## config.mk

```make
export PLATFORM = sky130hd
export DESIGN_NAME = ldm_mode_fault_ctrl
export DESIGN_NICKNAME = d
export VERILOG_FILES = /design/src/ldm_mode_fault_ctrl.v
export VERILOG_INCLUDE_DIRS = /design/src
export SDC_FILE = /design/constraint.sdc
export NUM_CORES = 1
export LEC_CHECK = 0
export ABC_AREA = 1
export BUFFER_PORTS_ARGS = -buffer_cell sky130_fd_sc_hd__buf_2
export CORE_MARGIN = 1
export CORE_UTILIZATION = 45
export DETAILED_ROUTE_END_ITERATION = 10
export HOLD_SLACK_MARGIN = 0.08
export MAX_ROUTING_LAYER = met4
export PLACE_DENSITY = 0.57
export SYNTH_ARGS = -nofsm -noshare
export SYNTH_HDL_FRONTEND = slang
export SYNTH_SLANG_ARGS = --single-unit
export TNS_END_PERCENT = 10
```

## constraint.sdc

```tcl
create_clock -name sys_clk_in -period 5.35 [get_ports sys_clk_in]
set_input_delay 0.2675 -clock sys_clk_in [delete_from_list [all_inputs] [get_ports sys_clk_in]]
set_output_delay 0.2675 -clock sys_clk_in [all_outputs]
set_load 0.02 [all_outputs]
```

## src/ldm_consts.vh

```
/*
 * Constants of the LED driver mode and fault controller: register offsets,
 * field positions, reset values and timing figures.
 * Assumes a 10 MHz system clock; every cycle count is derived from it.
 */
`ifndef LDM_CONSTS_VH
`define LDM_CONSTS_VH

`define LDM_REG_ENABLE          8'h01
`define LDM_REG_CONFIG          8'h02
`define LDM_REG_FLASH           8'h03
`define LDM_REG_TORCH           8'h04
`define LDM_REG_FLAGS           8'h05
`define LDM_REG_IDENT           8'h06

`define LDM_RST_ENABLE          8'h20
`define LDM_RST_CONFIG          8'h15
`define LDM_RST_FLASH           8'h00
`define LDM_RST_TORCH           8'h00
`define LDM_RST_FLAGS           8'h00

`define LDM_MODE_STANDBY        2'h0
`define LDM_MODE_INFRARED       2'h1
`define LDM_MODE_TORCH          2'h2
`define LDM_MODE_FLASH          2'h3

`define LDM_EN_TRIG_ENABLE      2
`define LDM_EN_TRIG_TYPE        3
`define LDM_EN_DROOP_ENABLE     4
`define LDM_CFG_TORCH_RAMP      0
`define LDM_CFG_TIMEOUT_LSB     1
`define LDM_CFG_TIMEOUT_MSB     4
`define LDM_CFG_DROOP_LSB       5
`define LDM_CFG_DROOP_MSB       7
`define LDM_FLG_DROOP           6
`define LDM_FLG_SHORT           5
`define LDM_FLG_THERMAL         2
`define LDM_FLG_UNDERVOLT       1
`define LDM_ID_SOFT_RESET       7

`define LDM_I2C_ADDR            7'h64

`define LDM_CLK_MHZ             10
`define LDM_MS_US               1000
`define LDM_SHORT_DEGLITCH_US   256
`define LDM_TORCH_RAMP_US       1000
`define LDM_RAMP_LEVELS         128
`define LDM_FLASH_STEP_NS       800
`define LDM_SHORT_DEGLITCH_CYC  12'hA00
`define LDM_TORCH_STEP_CYC      8'h4E
`define LDM_FLASH_STEP_CYC      8'h08

`define LDM_TIMEOUT_FINE_CODES  4'hA
`define LDM_TIMEOUT_FINE_MS     11'h028
`define LDM_TIMEOUT_COARSE_MS   11'h258
`define LDM_TIMEOUT_COARSE_STEP 11'h0C8

`endif

```

## src/ldm_mode_fault_ctrl.v

```verilog
/*
 * Mode and fault controller of a single-LED flash driver with its
 * register slave on the two-wire serial pins.
 * Assumes all analog indications, the trigger and the serial pins are
 * asynchronous to sys_clk_in; the SDA pin is open-drain with a pull-up.
 */
`timescale 1ns/100ps
`include "ldm_consts.vh"

module ldm_mode_fault_ctrl #(
	parameter        MS_CYCLES = `LDM_MS_US * `LDM_CLK_MHZ,
	parameter [6:0]  DEV_ADDR  = `LDM_I2C_ADDR,
	parameter [7:0]  ID_VALUE  = 8'h5A // Arbitrary identity value.
) (
	// Clock, reset and clock enable.
	input  wire       sys_clk_in,
	input  wire       rst_b_in,
	input  wire       clk_en_in,
	// Serial register pins.
	input  wire       scl_in,
	input  wire       sda_in,
	output wire       sda_out,
	output wire       sda_oe_out,
	// Trigger and analog indications.
	input  wire       trigger_in,
	input  wire       supply_droop_monitor_in,
	input  wire       led_short_in,
	input  wire       thermal_scaleback_in,
	input  wire       thermal_shutdown_in,
	input  wire       undervoltage_lockout_in,
	// Drive outputs.
	output wire [7:0] current_code_out,
	output wire [1:0] drive_mode_field_out,
	output wire [2:0] droop_threshold_out,
	output wire       fault_lock_out
);

	localparam [4:0] PH_IDLE  = 5'h01;
	localparam [4:0] PH_ADDR  = 5'h02;
	localparam [4:0] PH_REG   = 5'h04;
	localparam [4:0] PH_WDATA = 5'h08;
	localparam [4:0] PH_RDATA = 5'h10;

	localparam [3:0] ST_SB = 4'h1;
	localparam [3:0] ST_FL = 4'h2;
	localparam [3:0] ST_TO = 4'h4;
	localparam [3:0] ST_IR = 4'h8;

	localparam [11:0] DEGLITCH_CYC = `LDM_SHORT_DEGLITCH_CYC;
	localparam [7:0]  TORCH_STEP   = `LDM_TORCH_STEP_CYC;
	localparam [7:0]  FLASH_STEP   = `LDM_FLASH_STEP_CYC;
	localparam [31:0] MS_LAST      = MS_CYCLES - 1;

	wire [7:0] async_w = {undervoltage_lockout_in, thermal_shutdown_in, thermal_scaleback_in, led_short_in,
		supply_droop_monitor_in, trigger_in, sda_in, scl_in};
	reg  [7:0] sy1_q;
	reg  [7:0] sy2_q;

	genvar gi;
	generate
		for (gi = 0; gi < 8; gi = gi + 1) begin : g_sync
			always @(posedge sys_clk_in or negedge rst_b_in) begin
				if (!rst_b_in) begin
					sy1_q[gi] <= 1'b0;
					sy2_q[gi] <= 1'b0;
				end else if (clk_en_in) begin
					sy1_q[gi] <= async_w[gi];
					sy2_q[gi] <= sy1_q[gi];
				end
			end
		end
	endgenerate

	wire scl_s   = sy2_q[0];
	wire sda_s   = sy2_q[1];
	wire trig_s  = sy2_q[2];
	wire droop_s = sy2_q[3];
	wire short_s = sy2_q[4];
	wire tsb_s   = sy2_q[5];
	wire tsd_s   = sy2_q[6];
	wire undervoltage_lockout_s  = sy2_q[7];

	reg  [4:0]  ph_q;
	reg  [3:0]  cnt_q;
	reg  [7:0]  sh_q;
	reg  [7:0]  ptr_q;
	reg         rw_q;
	reg         mack_q;
	reg         sda_oe_q;
	reg         scl_p_q;
	reg         sda_p_q;
	reg         droop_p_q;
	reg  [7:0]  en_q;
	reg  [7:0]  cfg_q;
	reg  [7:0]  flash_q;
	reg  [7:0]  torch_q;
	reg  [7:0]  flags_q;
	reg         lock_q;
	reg         tsb_q;
	reg  [3:0]  st_q;
	reg  [3:0]  st_d;
	reg  [7:0]  code_q;
	reg  [7:0]  stp_q;
	reg  [15:0] pre_q;
	reg  [10:0] ms_q;
	reg  [11:0] sc_q;
	reg  [7:0]  rd_mux;
	reg  [7:0]  target;
	reg  [7:0]  en_d;

	function [10:0] timeout_ms;
		input [3:0] c;
		begin
			if (c < `LDM_TIMEOUT_FINE_CODES) begin
				timeout_ms = ({7'h00, c} + 11'h001) * `LDM_TIMEOUT_FINE_MS;
			end else begin
				timeout_ms = `LDM_TIMEOUT_COARSE_MS + ({7'h00, c} - {7'h00, `LDM_TIMEOUT_FINE_CODES})
					* `LDM_TIMEOUT_COARSE_STEP;
			end
		end
	endfunction

	wire scl_rise = scl_s & ~scl_p_q;
	wire scl_fall = ~scl_s & scl_p_q;
	wire start_c  = scl_s & scl_p_q & sda_p_q & ~sda_s;
	wire stop_c   = scl_s & scl_p_q & ~sda_p_q & sda_s;
	wire busy     = ~ph_q[0];

	wire load_rd = scl_fall & busy & (cnt_q == 4'h9) & ((ph_q == PH_ADDR & rw_q) | (ph_q == PH_RDATA & mack_q));
	wire wr_en   = scl_fall & (cnt_q == 4'h8) & (ph_q == PH_WDATA);
	wire rd_clr  = load_rd & (ptr_q == `LDM_REG_FLAGS);
	wire swrst   = wr_en & (ptr_q == `LDM_REG_IDENT) & sh_q[`LDM_ID_SOFT_RESET];

	always @* begin
		if (ptr_q == `LDM_REG_ENABLE) begin
			rd_mux = en_q;
		end else if (ptr_q == `LDM_REG_CONFIG) begin
			rd_mux = cfg_q;
		end else if (ptr_q == `LDM_REG_FLASH) begin
			rd_mux = flash_q;
		end else if (ptr_q == `LDM_REG_TORCH) begin
			rd_mux = torch_q;
		end else if (ptr_q == `LDM_REG_FLAGS) begin
			rd_mux = flags_q;
		end else if (ptr_q == `LDM_REG_IDENT) begin
			rd_mux = ID_VALUE;
		end else begin
			rd_mux = 8'h00;
		end
	end

	// Serial slave: bits are sampled on SCL rise and driven after SCL fall.
	always @(posedge sys_clk_in or negedge rst_b_in) begin
		if (!rst_b_in) begin
			ph_q     <= PH_IDLE;
			cnt_q    <= 4'h0;
			sh_q     <= 8'h00;
			ptr_q    <= 8'h00;
			rw_q     <= 1'b0;
			mack_q   <= 1'b0;
			sda_oe_q <= 1'b0;
			scl_p_q  <= 1'b0;
			sda_p_q  <= 1'b0;
		end else if (clk_en_in) begin
			scl_p_q <= scl_s;
			sda_p_q <= sda_s;
			if (start_c) begin
				ph_q     <= PH_ADDR;
				cnt_q    <= 4'h0;
				sda_oe_q <= 1'b0;
			end else if (stop_c) begin
				ph_q     <= PH_IDLE;
				sda_oe_q <= 1'b0;
			end else if (scl_rise & busy) begin
				cnt_q <= cnt_q + 4'h1;
				if (cnt_q < 4'h8) begin
					sh_q <= {sh_q[6:0], sda_s};
				end
				if (cnt_q == 4'h8) begin
					mack_q <= ~sda_s;
				end
			end else if (scl_fall & busy) begin
				if (cnt_q == 4'h8) begin
					if (ph_q == PH_ADDR) begin
						if (sh_q[7:1] == DEV_ADDR) begin
							sda_oe_q <= 1'b1;
							rw_q     <= sh_q[0];
						end else begin
							ph_q <= PH_IDLE;
						end
					end else if (ph_q == PH_REG) begin
						ptr_q    <= sh_q;
						sda_oe_q <= 1'b1;
					end else if (ph_q == PH_WDATA) begin
						sda_oe_q <= 1'b1;
					end else begin
						sda_oe_q <= 1'b0;
					end
				end else if (cnt_q == 4'h9) begin
					cnt_q <= 4'h0;
					if (load_rd) begin
						ph_q     <= PH_RDATA;
						sh_q     <= rd_mux;
						sda_oe_q <= ~rd_mux[7];
					end else if (ph_q == PH_RDATA) begin
						ph_q     <= PH_IDLE;
						sda_oe_q <= 1'b0;
					end else begin
						sda_oe_q <= 1'b0;
						ph_q     <= (ph_q == PH_ADDR) ? PH_REG : PH_WDATA;
					end
				end else if (ph_q == PH_RDATA) begin
					sda_oe_q <= ~sh_q[7];
				end
			end
		end
	end

	always @* begin
		case (en_q[1:0])
			`LDM_MODE_FLASH:    st_d = ST_FL;
			`LDM_MODE_TORCH:    st_d = ST_TO;
			`LDM_MODE_INFRARED: st_d = ST_IR;
			default:            st_d = ST_SB;
		endcase
	end

	wire ir_on    = st_q[3] & en_q[`LDM_EN_TRIG_ENABLE] & trig_s;
	wire t_run    = st_q[1] | ir_on;
	wire expired  = t_run & (ms_q >= timeout_ms(cfg_q[`LDM_CFG_TIMEOUT_MSB:`LDM_CFG_TIMEOUT_LSB]));
	wire short_ok = (sc_q == DEGLITCH_CYC - 12'h001);
	wire fault    = short_ok | tsd_s | undervoltage_lockout_s;

	// Hardware sets are ORed in after the clears so an event in a read cycle survives.
	wire [7:0] flag_set = {1'b0,
		droop_s & ~droop_p_q & en_q[`LDM_EN_DROOP_ENABLE],
		short_ok, 2'b00,
		(tsb_s & st_q[1]) | tsd_s,
		undervoltage_lockout_s, 1'b0};
	wire [7:0] flag_clr = ({8{rd_clr}}) | ({8{swrst}} & (8'h01 << `LDM_FLG_SHORT));

	always @* begin
		en_d = en_q;
		if (wr_en & (ptr_q == `LDM_REG_ENABLE)) begin
			en_d = sh_q;
		end
		if (fault | lock_q | expired) begin
			en_d[1:0] = `LDM_MODE_STANDBY;
		end
	end

	always @* begin
		if (st_q[1]) begin
			target = tsb_q ? {1'b0, torch_q[6:0]} : {1'b0, flash_q[6:0]};
		end else if (st_q[2]) begin
			target = {1'b0, torch_q[6:0]};
		end else begin
			target = flash_q;
		end
	end

	wire [7:0] step_len = st_q[1] ? FLASH_STEP : TORCH_STEP;
	wire       step_hit = (stp_q == step_len - 8'h01);
	wire       halted   = st_q[1] & droop_s & en_q[`LDM_EN_DROOP_ENABLE];

	always @(posedge sys_clk_in or negedge rst_b_in) begin
		if (!rst_b_in) begin
			en_q      <= `LDM_RST_ENABLE;
			cfg_q     <= `LDM_RST_CONFIG;
			flash_q   <= `LDM_RST_FLASH;
			torch_q   <= `LDM_RST_TORCH;
			flags_q   <= `LDM_RST_FLAGS;
			lock_q    <= 1'b0;
			tsb_q     <= 1'b0;
			droop_p_q <= 1'b0;
			st_q      <= ST_SB;
			code_q    <= 8'h00;
			stp_q     <= 8'h00;
			pre_q     <= 16'h0000;
			ms_q      <= 11'h000;
			sc_q      <= 12'h000;
		end else if (clk_en_in) begin
			droop_p_q <= droop_s;
			flags_q   <= (flags_q & ~flag_clr) | flag_set;
			lock_q    <= fault | (lock_q & ~rd_clr);
			st_q      <= st_d;
			if (swrst) begin
				en_q    <= `LDM_RST_ENABLE;
				cfg_q   <= `LDM_RST_CONFIG;
				flash_q <= `LDM_RST_FLASH;
				torch_q <= `LDM_RST_TORCH;
			end else begin
				en_q <= en_d;
				if (wr_en & (ptr_q == `LDM_REG_CONFIG)) begin
					cfg_q <= sh_q;
				end
				if (wr_en & (ptr_q == `LDM_REG_FLASH)) begin
					flash_q <= sh_q;
				end
				if (wr_en & (ptr_q == `LDM_REG_TORCH)) begin
					torch_q <= sh_q;
				end
			end
			// Scale-back holds for the rest of this flash and rearms on the next.
			tsb_q <= st_q[1] & (tsb_q | tsb_s);
			if ((st_q[1] | st_q[2]) & short_s) begin
				if (!short_ok) begin
					sc_q <= sc_q + 12'h001;
				end
			end else begin
				sc_q <= 12'h000;
			end
			if (t_run) begin
				if ({16'h0000, pre_q} == MS_LAST) begin
					pre_q <= 16'h0000;
					ms_q  <= ms_q + 11'h001;
				end else begin
					pre_q <= pre_q + 16'h0001;
				end
			end else begin
				pre_q <= 16'h0000;
				ms_q  <= 11'h000;
			end
			if (st_d != st_q) begin
				code_q <= 8'h00;
				stp_q  <= 8'h00;
			end else if (st_q[1] | st_q[2]) begin
				if ((code_q > target) | (st_q[2] & ~cfg_q[`LDM_CFG_TORCH_RAMP])) begin
					code_q <= target;
				end else if ((code_q < target) & ~halted) begin
					if (step_hit) begin
						stp_q  <= 8'h00;
						code_q <= code_q + 8'h01;
					end else begin
						stp_q <= stp_q + 8'h01;
					end
				end
			end else if (st_q[3]) begin
				code_q <= ir_on ? target : 8'h00;
			end else begin
				code_q <= 8'h00;
			end
		end
	end

	assign sda_out              = 1'b0;
	assign sda_oe_out           = sda_oe_q;
	assign current_code_out     = code_q;
	assign drive_mode_field_out = en_q[1:0];
	assign droop_threshold_out  = cfg_q[`LDM_CFG_DROOP_MSB:`LDM_CFG_DROOP_LSB];
	assign fault_lock_out       = lock_q;

endmodule

```

==> results of run 1 <==
worst max-delay path by stage:
| stage | end | slack [ns] | depth (start not counted) |
|---|---|---|---|
| after floorplan | en_q[1] | 1.30 | 25 |
| after CTS | en_q[1] | 0.87 | 25 |
| after global routing | en_q[1] | 0.40 | 25 |
| after global placement | en_q[0] | 1.00 | 25 |
| after detailed placement | en_q[1] | 0.92 | 25 |
| final | en_q[1] | 0.91 | 25 |
per-stage QoR:
stage	instances	util (%)	worst slack (ns)	area [µm²]	hold slack (ns)
after detailed placement	1467	47.9	0.918	9390	0.142
final	1508	51.3	0.906	10000	0.245
after global routing	1508	51.3	0.404	10000	0.261
after CTS	1508	51.3	0.874	10000	0.240
after global placement	1467	47.9	1.00	9390	0.140
after floorplan	1204	-	1.30	9070	-0.0281
flip-flops by register name, indices dropped and copies added, names as in the netlist, 4 cells and up:
register and count:
cfg_q 8, cnt_q 4, current_code_out 8, en_q 8
flags_q 8, flash_q 8, ms_q 11, ph_q 5
pre_q 16, ptr_q 8, sc_q 12, sh_q 8
st_q 4, stp_q 8, sy1_q 8, torch_q 8
logic make-up after synthesis:
| kind of cell | after synthesis |
|---|---|
| DFF | 148 |
| buffers and inverters | 174 |
| adders and majority gates | 50 |
| muxes | 2 |
| AOI/OAI and AO/OA | 173 |
| xor gates and xnor gates | 25 |
| and+or+nand+nor | 631 |
| other | 1 |
layer usage:
metal / vias up / global-route usage, %
li1: 3964 / -
met1: 3566 / 33.1
met2: 137 / 36.0
met3: 27 / 4.57
met4: 0 / 6.61
met5: - / -
power by group:
part | leakage [µW] | internal [µW] | switching [µW]
combinational | 0.00269 | 107 | 256
sequential | 0.00197 | 1200 | 83.2
clock | 0.000267 | 687 | 502
total | 0.00493 | 1990 | 841
layout by cell type, fill, tap and decap left out, types with 4 or more instances in the layout:
master,count
nand4_1,27
dlygate4sd3_1,9
nand2_1,353
clkbuf_16,17
ha_1,47
inv_2,8
nand3_2,5
inv_1,134
xor2_1,17
a21oi_1,38
nand3b_1,5
dfrtp_1,142
o21ai_1,40
o21ai_0,66
clkinvlp_4,4
buf_2,24
o21ai_2,6
o22ai_1,4
nor2_1,88
or2_2,11
nand3_1,91
xnor2_1,8
nand2_2,6
nor3_1,20
nor2_2,4
buf_4,5
o21a_1,4
dfstp_2,6
worst register-to-register path, stage by stage, from the launching register on:
cell and delay [ns]:
dfstp_2 0.60, inv_1 0.11, ha_1 0.24, inv_1 0.08
ha_1 0.26, ha_1 0.30, ha_1 0.30, fa_1 0.48
ha_1 0.32, xor2_1 0.22, inv_1 0.07, nand2_1 0.08
inv_1 0.04, nand2_1 0.05, nand2_1 0.05, nand2_1 0.05
nand2_1 0.05, ha_1 0.30, nand2_1 0.07, o21a_1 0.18
nand3_1 0.10, nand2_1 0.06, nand2_1 0.09, nand2_1 0.09
nand3_1 0.11, nand2_1 0.06
final cells by class:
cell class                 count  share of cell area [%]
sequential                   148                    36.9
tap                          265                    3.30
inverter                     142                    5.30
clock inverter                12                    1.31
timing repair buffer          39                    2.58
multi-input combinational    882                    46.2
clock buffer                  20                    4.35
==> impl_metrics.ini, run 1 <==
[layout]
nFillCells = 1937
multi_input_area_mm2 = 0.00465
drive_above_1_share_pct = 9.65
area_delta_synth_final_pct = 10.8
regArea_mm2 = 0.00371
antenna_cells = 0
final_nets = 1291

[hold_path]
hold_class = in2async

[clocking]
cts_max_level = 4
cts_resized = 0
cts-root-buf = clkbuf_16
hold_buffers = 9
insertion_delay_ns = 0.44
path_clk_slew_ns = 0.07
cts_made_buffers = 17
post_cts.repair.setup_buffers = 0
clockBufferDepth = 2
clock_sinks = 148
cts_tree = yes

[logic_synthesis]
syn-num-nets = 1265
synth_top_cell_area_share_pct = 39.2
synth-simple-area-share_pct = 30.9
ys_ff_latch = 148
ys_warn_count = 0
yosysMostFrequentCell = nand2_1
syn_inst = 1204
synth_fa_ha_area_share_pct = 7.14
netlist-cell-type-count = 53
synthMuxAreaShare_pct = 0.234
synth_ff_type = dfrtp_1
async_flop_share_pct = 100
syn_area_mm2 = 0.00907
seq_area_frac_synth_pct = 40.9
synth_top_area_cell = dfrtp_1
synth-xor-area-share_pct = 2.41
ys_top_cells_by_count = nand2_1, dfrtp_1, inv_1
avgSynthCellArea_um2 = 7.53
synth_edf_count = 0
synthTopCellsByArea = dfrtp_1, nand2_1, ha_1
synth_compound_area_share_pct = 10.5
synth_top_family_by_area = simple AND/OR/NAND/NOR gates

[setup_path]
crit_slowest_cell = dfstp_2
max_stage_delay_ns = 0.60
path_max_fanout = 7
start_kind = flip-flop
worstPathRequired_ns = 5.67
critical_path.endpoint_type = flip-flop
critical_path_arrival_ns = 4.76
timing.rr.end = en_q[1]
cpMostUsedCell = nand2_1
critical_path.startpoint = cfg_q[2]
worstRegToRegCells = 25
path_buf_inv = 4
reg2reg_from = cfg_q[2]
path_delay_family = adder cells
reg2reg_slack_ns = 0.91
timing_worst_setup_path_type = reg2reg

[drt]
viasPerCell = 5.10
wl_met3_um = 821
postRouteWirelength_um = 22000
antenna_left = 0
drc = 0
top_layer = met4
drtPass1Iterations = 5
first_iter_violations = 416
avgRoutedWirePerCell_um = 14.6
wl_met1_um = 11200
vias = 7694
routed-wl-met2_um = 9650

[timing]
worst_pin_slew_ns = 0.915
fin_skew_ns = 0.0119
hold_viol = 0
fin_setup_tns_ns = 0
rsz0062_at_grt = no
fmax_mhz = 225
finalCriticalPeriod_ns = 4.44
slew_viol_final = 0
setup_viol = 0
timing.slew.headroom_pct = 39.0
period_share_pct = 83.1

[global_routing]
grt_overflow = 0
grt_max_degree = 70
first_global_vias = 7446
antenna_found_initial = 0
grt_pass1_wl_um = 37500
grtUsageTotal_pct = 24.0

[power_and_ir_drop]
leakagePower_uw = 0.00493
p_per_area_mw_per_mm2 = 282
power_uw = 2830
peakVddDrop_mv = 0.210

[place]
dp_hpwl_um = 15800
port-buffer-count = 25
place_congestion = 0.879

[floorplanning]
std_cell_rows = 51
initial_core_util_pct = 46.3
core_mm2 = 0.0196
dieWidth_um = 144
io_pins = 27
die-area_mm2 = 0.0207
die_y_um = 144

[job]
drv_cap = 0

[run_status]
status = finished, final reports clean
Power figures use the tool's default switching activity.
==> run 2, diff against run 1 <==
Clock period 5.35 ns to 4.48 ns, I/O delays scaled along.
==> run 2 against run 1 <==
Effect of this change: fmax grew 4.0%; sequential cell count did not move; critical path depth shrank 2; worst hold slack worse by 0.0066 ns; final area increased by 1.1%; largest cell class unchanged; largest power group unchanged; clock skew decreased by 0.0010 ns; sequential share of layout area fell by 0.40 points; power rose by 22%; routed wire length shrank 0.48%.
==> impl_metrics.ini, run 2 (same netlist as run 1, synthesis figures left out) <==
[layout]
drive_above_1_share_pct = 10.4
area_delta_synth_final_pct = 12.0
largest_register_ffs = 16
final_nets = 1292
final_cell_mix = nand2_1, dfrtp_1, inv_1
final_common_cell = nand2_1
top_regs = pre_q x16, sc_q x12, ms_q x11
nFillCells = 1963
top_register = pre_q
post-route-util_pct = 51.9
antenna_cells = 0

[global_routing]
grt_pass1_wl_um = 36700
grt_max_degree = 92
grt_overflow = 0
antenna_found_initial = 0
first_global_vias = 7220
grtUsageTotal_pct = 23.5

[drt]
antenna_left = 0
avgRoutedWirePerCell_um = 14.5
vias = 7700
first_iter_violations = 412
viasPerCell = 5.10
drc = 0
postRouteWirelength_um = 21900
drtPass1Iterations = 5

[job]
drv_cap = 0

[floorplanning]
initial_core_util_pct = 46.3
core_mm2 = 0.0196
std_cell_rows = 51
die_y_um = 144
die-area_mm2 = 0.0207
io_pins = 27
dieWidth_um = 144

[timing]
fin_skew_ns = 0.0109
setup_viol = 0
slew_viol_final = 0
worst_pin_slew_ns = 1.04
period_share_pct = 95.3
fmax_mhz = 234
hold_viol = 0
timing.slew.headroom_pct = 30.5
finalCriticalPeriod_ns = 4.27
fin_setup_tns_ns = 0

[setup_path]
timing.rr.end = en_q[0]
worstRegToRegCells = 23
reg2reg_from = cfg_q[2]
cp_cell_sequence = inv_2 -> ha_2 -> inv_1 -> ha_4 -> ha_1 -> ha_1 -> fa_1 -> ha_4 -> a21oi_1 -> xor2_1 -> nand2_1 -> nand2_1 -> nand2_1 -> nand2_1 -> ha_4 -> a21oi_1 -> o21a_1 -> nand3_1 -> nand2_1 -> nand2_2 -> nand2_1 -> nand3_1 -> nand2_1
cpMostUsedCell = nand2_1
start_kind = flip-flop
path_delay_family = adder cells
path_max_fanout = 5
cp.depth = 23
worstPathRequired_ns = 4.84
critical_path_arrival_ns = 4.63
reg2reg_slack_ns = 0.21
max_stage_delay_ns = 0.58
crit_slowest_cell = dfstp_2
critical_path.endpoint_type = flip-flop
path_buf_inv = 2
timing_worst_setup_path_type = reg2reg

[hold_path]
hp-start = clk_en_in
holdPathEnd = sy1_q[0]
hold_class = in2reg
hold_depth = 3

[clocking]
clockBufferDepth = 2
path_clk_slew_ns = 0.06
cts_max_level = 4
insertion_delay_ns = 0.43
cts-root-buf = clkbuf_16
clock_sinks = 148
cts_made_buffers = 17
cts_tree = yes

[place]
place_congestion = 0.882
port-buffer-count = 25
dp_hpwl_um = 15800

[power_and_ir_drop]
leakagePower_uw = 0.00495
p_per_area_mw_per_mm2 = 341
peakVddDrop_mv = 0.232
power_uw = 3460

[run_status]
status = finished, final reports clean
==> run 2: metrics by stage <==
step | worst slack [ns] | cell area, µm² | instances | hold slack [ns]
6_report | 0.208 | 10200 | 1509 | 0.239
4_1_cts | 0.0111 | 10100 | 1507 | 0.226
5_1_grt | -0.0607 | 10200 | 1509 | 0.266
2_1_floorplan | 0.433 | 9070 | 1204 | -0.0716
3_5_place_dp | 0.0394 | 9380 | 1466 | 0.372
3_3_place_gp | 0.162 | 9380 | 1466 | 0.366
==> run 2: cell type report <==
type | count | area [µm²] | area share (%)
Multi-Input combinational cell | 882 | 4710 | 46.3
Sequential cell | 148 | 3710 | 36.5
Inverter | 142 | 533 | 5.25
Clock buffer | 21 | 460 | 4.53
Tap cell | 265 | 332 | 3.26
Timing Repair Buffer | 40 | 267 | 2.62
Clock inverter | 11 | 149 | 1.47
==> run 2: worst max-delay path by stage <==
stage	startpoint	endpoint	slack, ns
global route	cfg_q[2]	en_q[1]	-0.06
CTS	cfg_q[2]	en_q[0]	0.01
detailed placement	cfg_q[2]	en_q[0]	0.04
finish	cfg_q[2]	en_q[0]	0.21
floorplan	cfg_q[2]	en_q[1]	0.43
global placement	cfg_q[2]	en_q[0]	0.16
==> run 2: routing by layer <==
metal | GRT usage, % | routed length (µm) | vias to the layer above
met5 | - | 0 | -
met4 | 5.66 | 182 | 0
met3 | 3.81 | 803 | 12
met2 | 35.7 | 9790 | 144
met1 | 32.6 | 11100 | 3570
li1 | - | - | 3974
==> run 2: power by group <==
part | switching (µW) | internal [µW]
sequential | 99.0 | 1430
combinational | 308 | 127
clock | 588 | 909
total | 995 | 2470
==> run 2: tightest hold or removal path: cells and delay by family <==
| family | cells | cell delay, ns |
|---|---|---|
| buf+inv | 1 | 0.24 |
| simple gates | 2 | 0.16 |
==> run 2: repair_timing <==
action | CTS | global route
endpoints found under the hold margin | 93 | 0
resized for setup | 0 | 8
hold buffers | 9 | 0
setup endpoints to repair | 0 | 2
setup buffers | 0 | 2
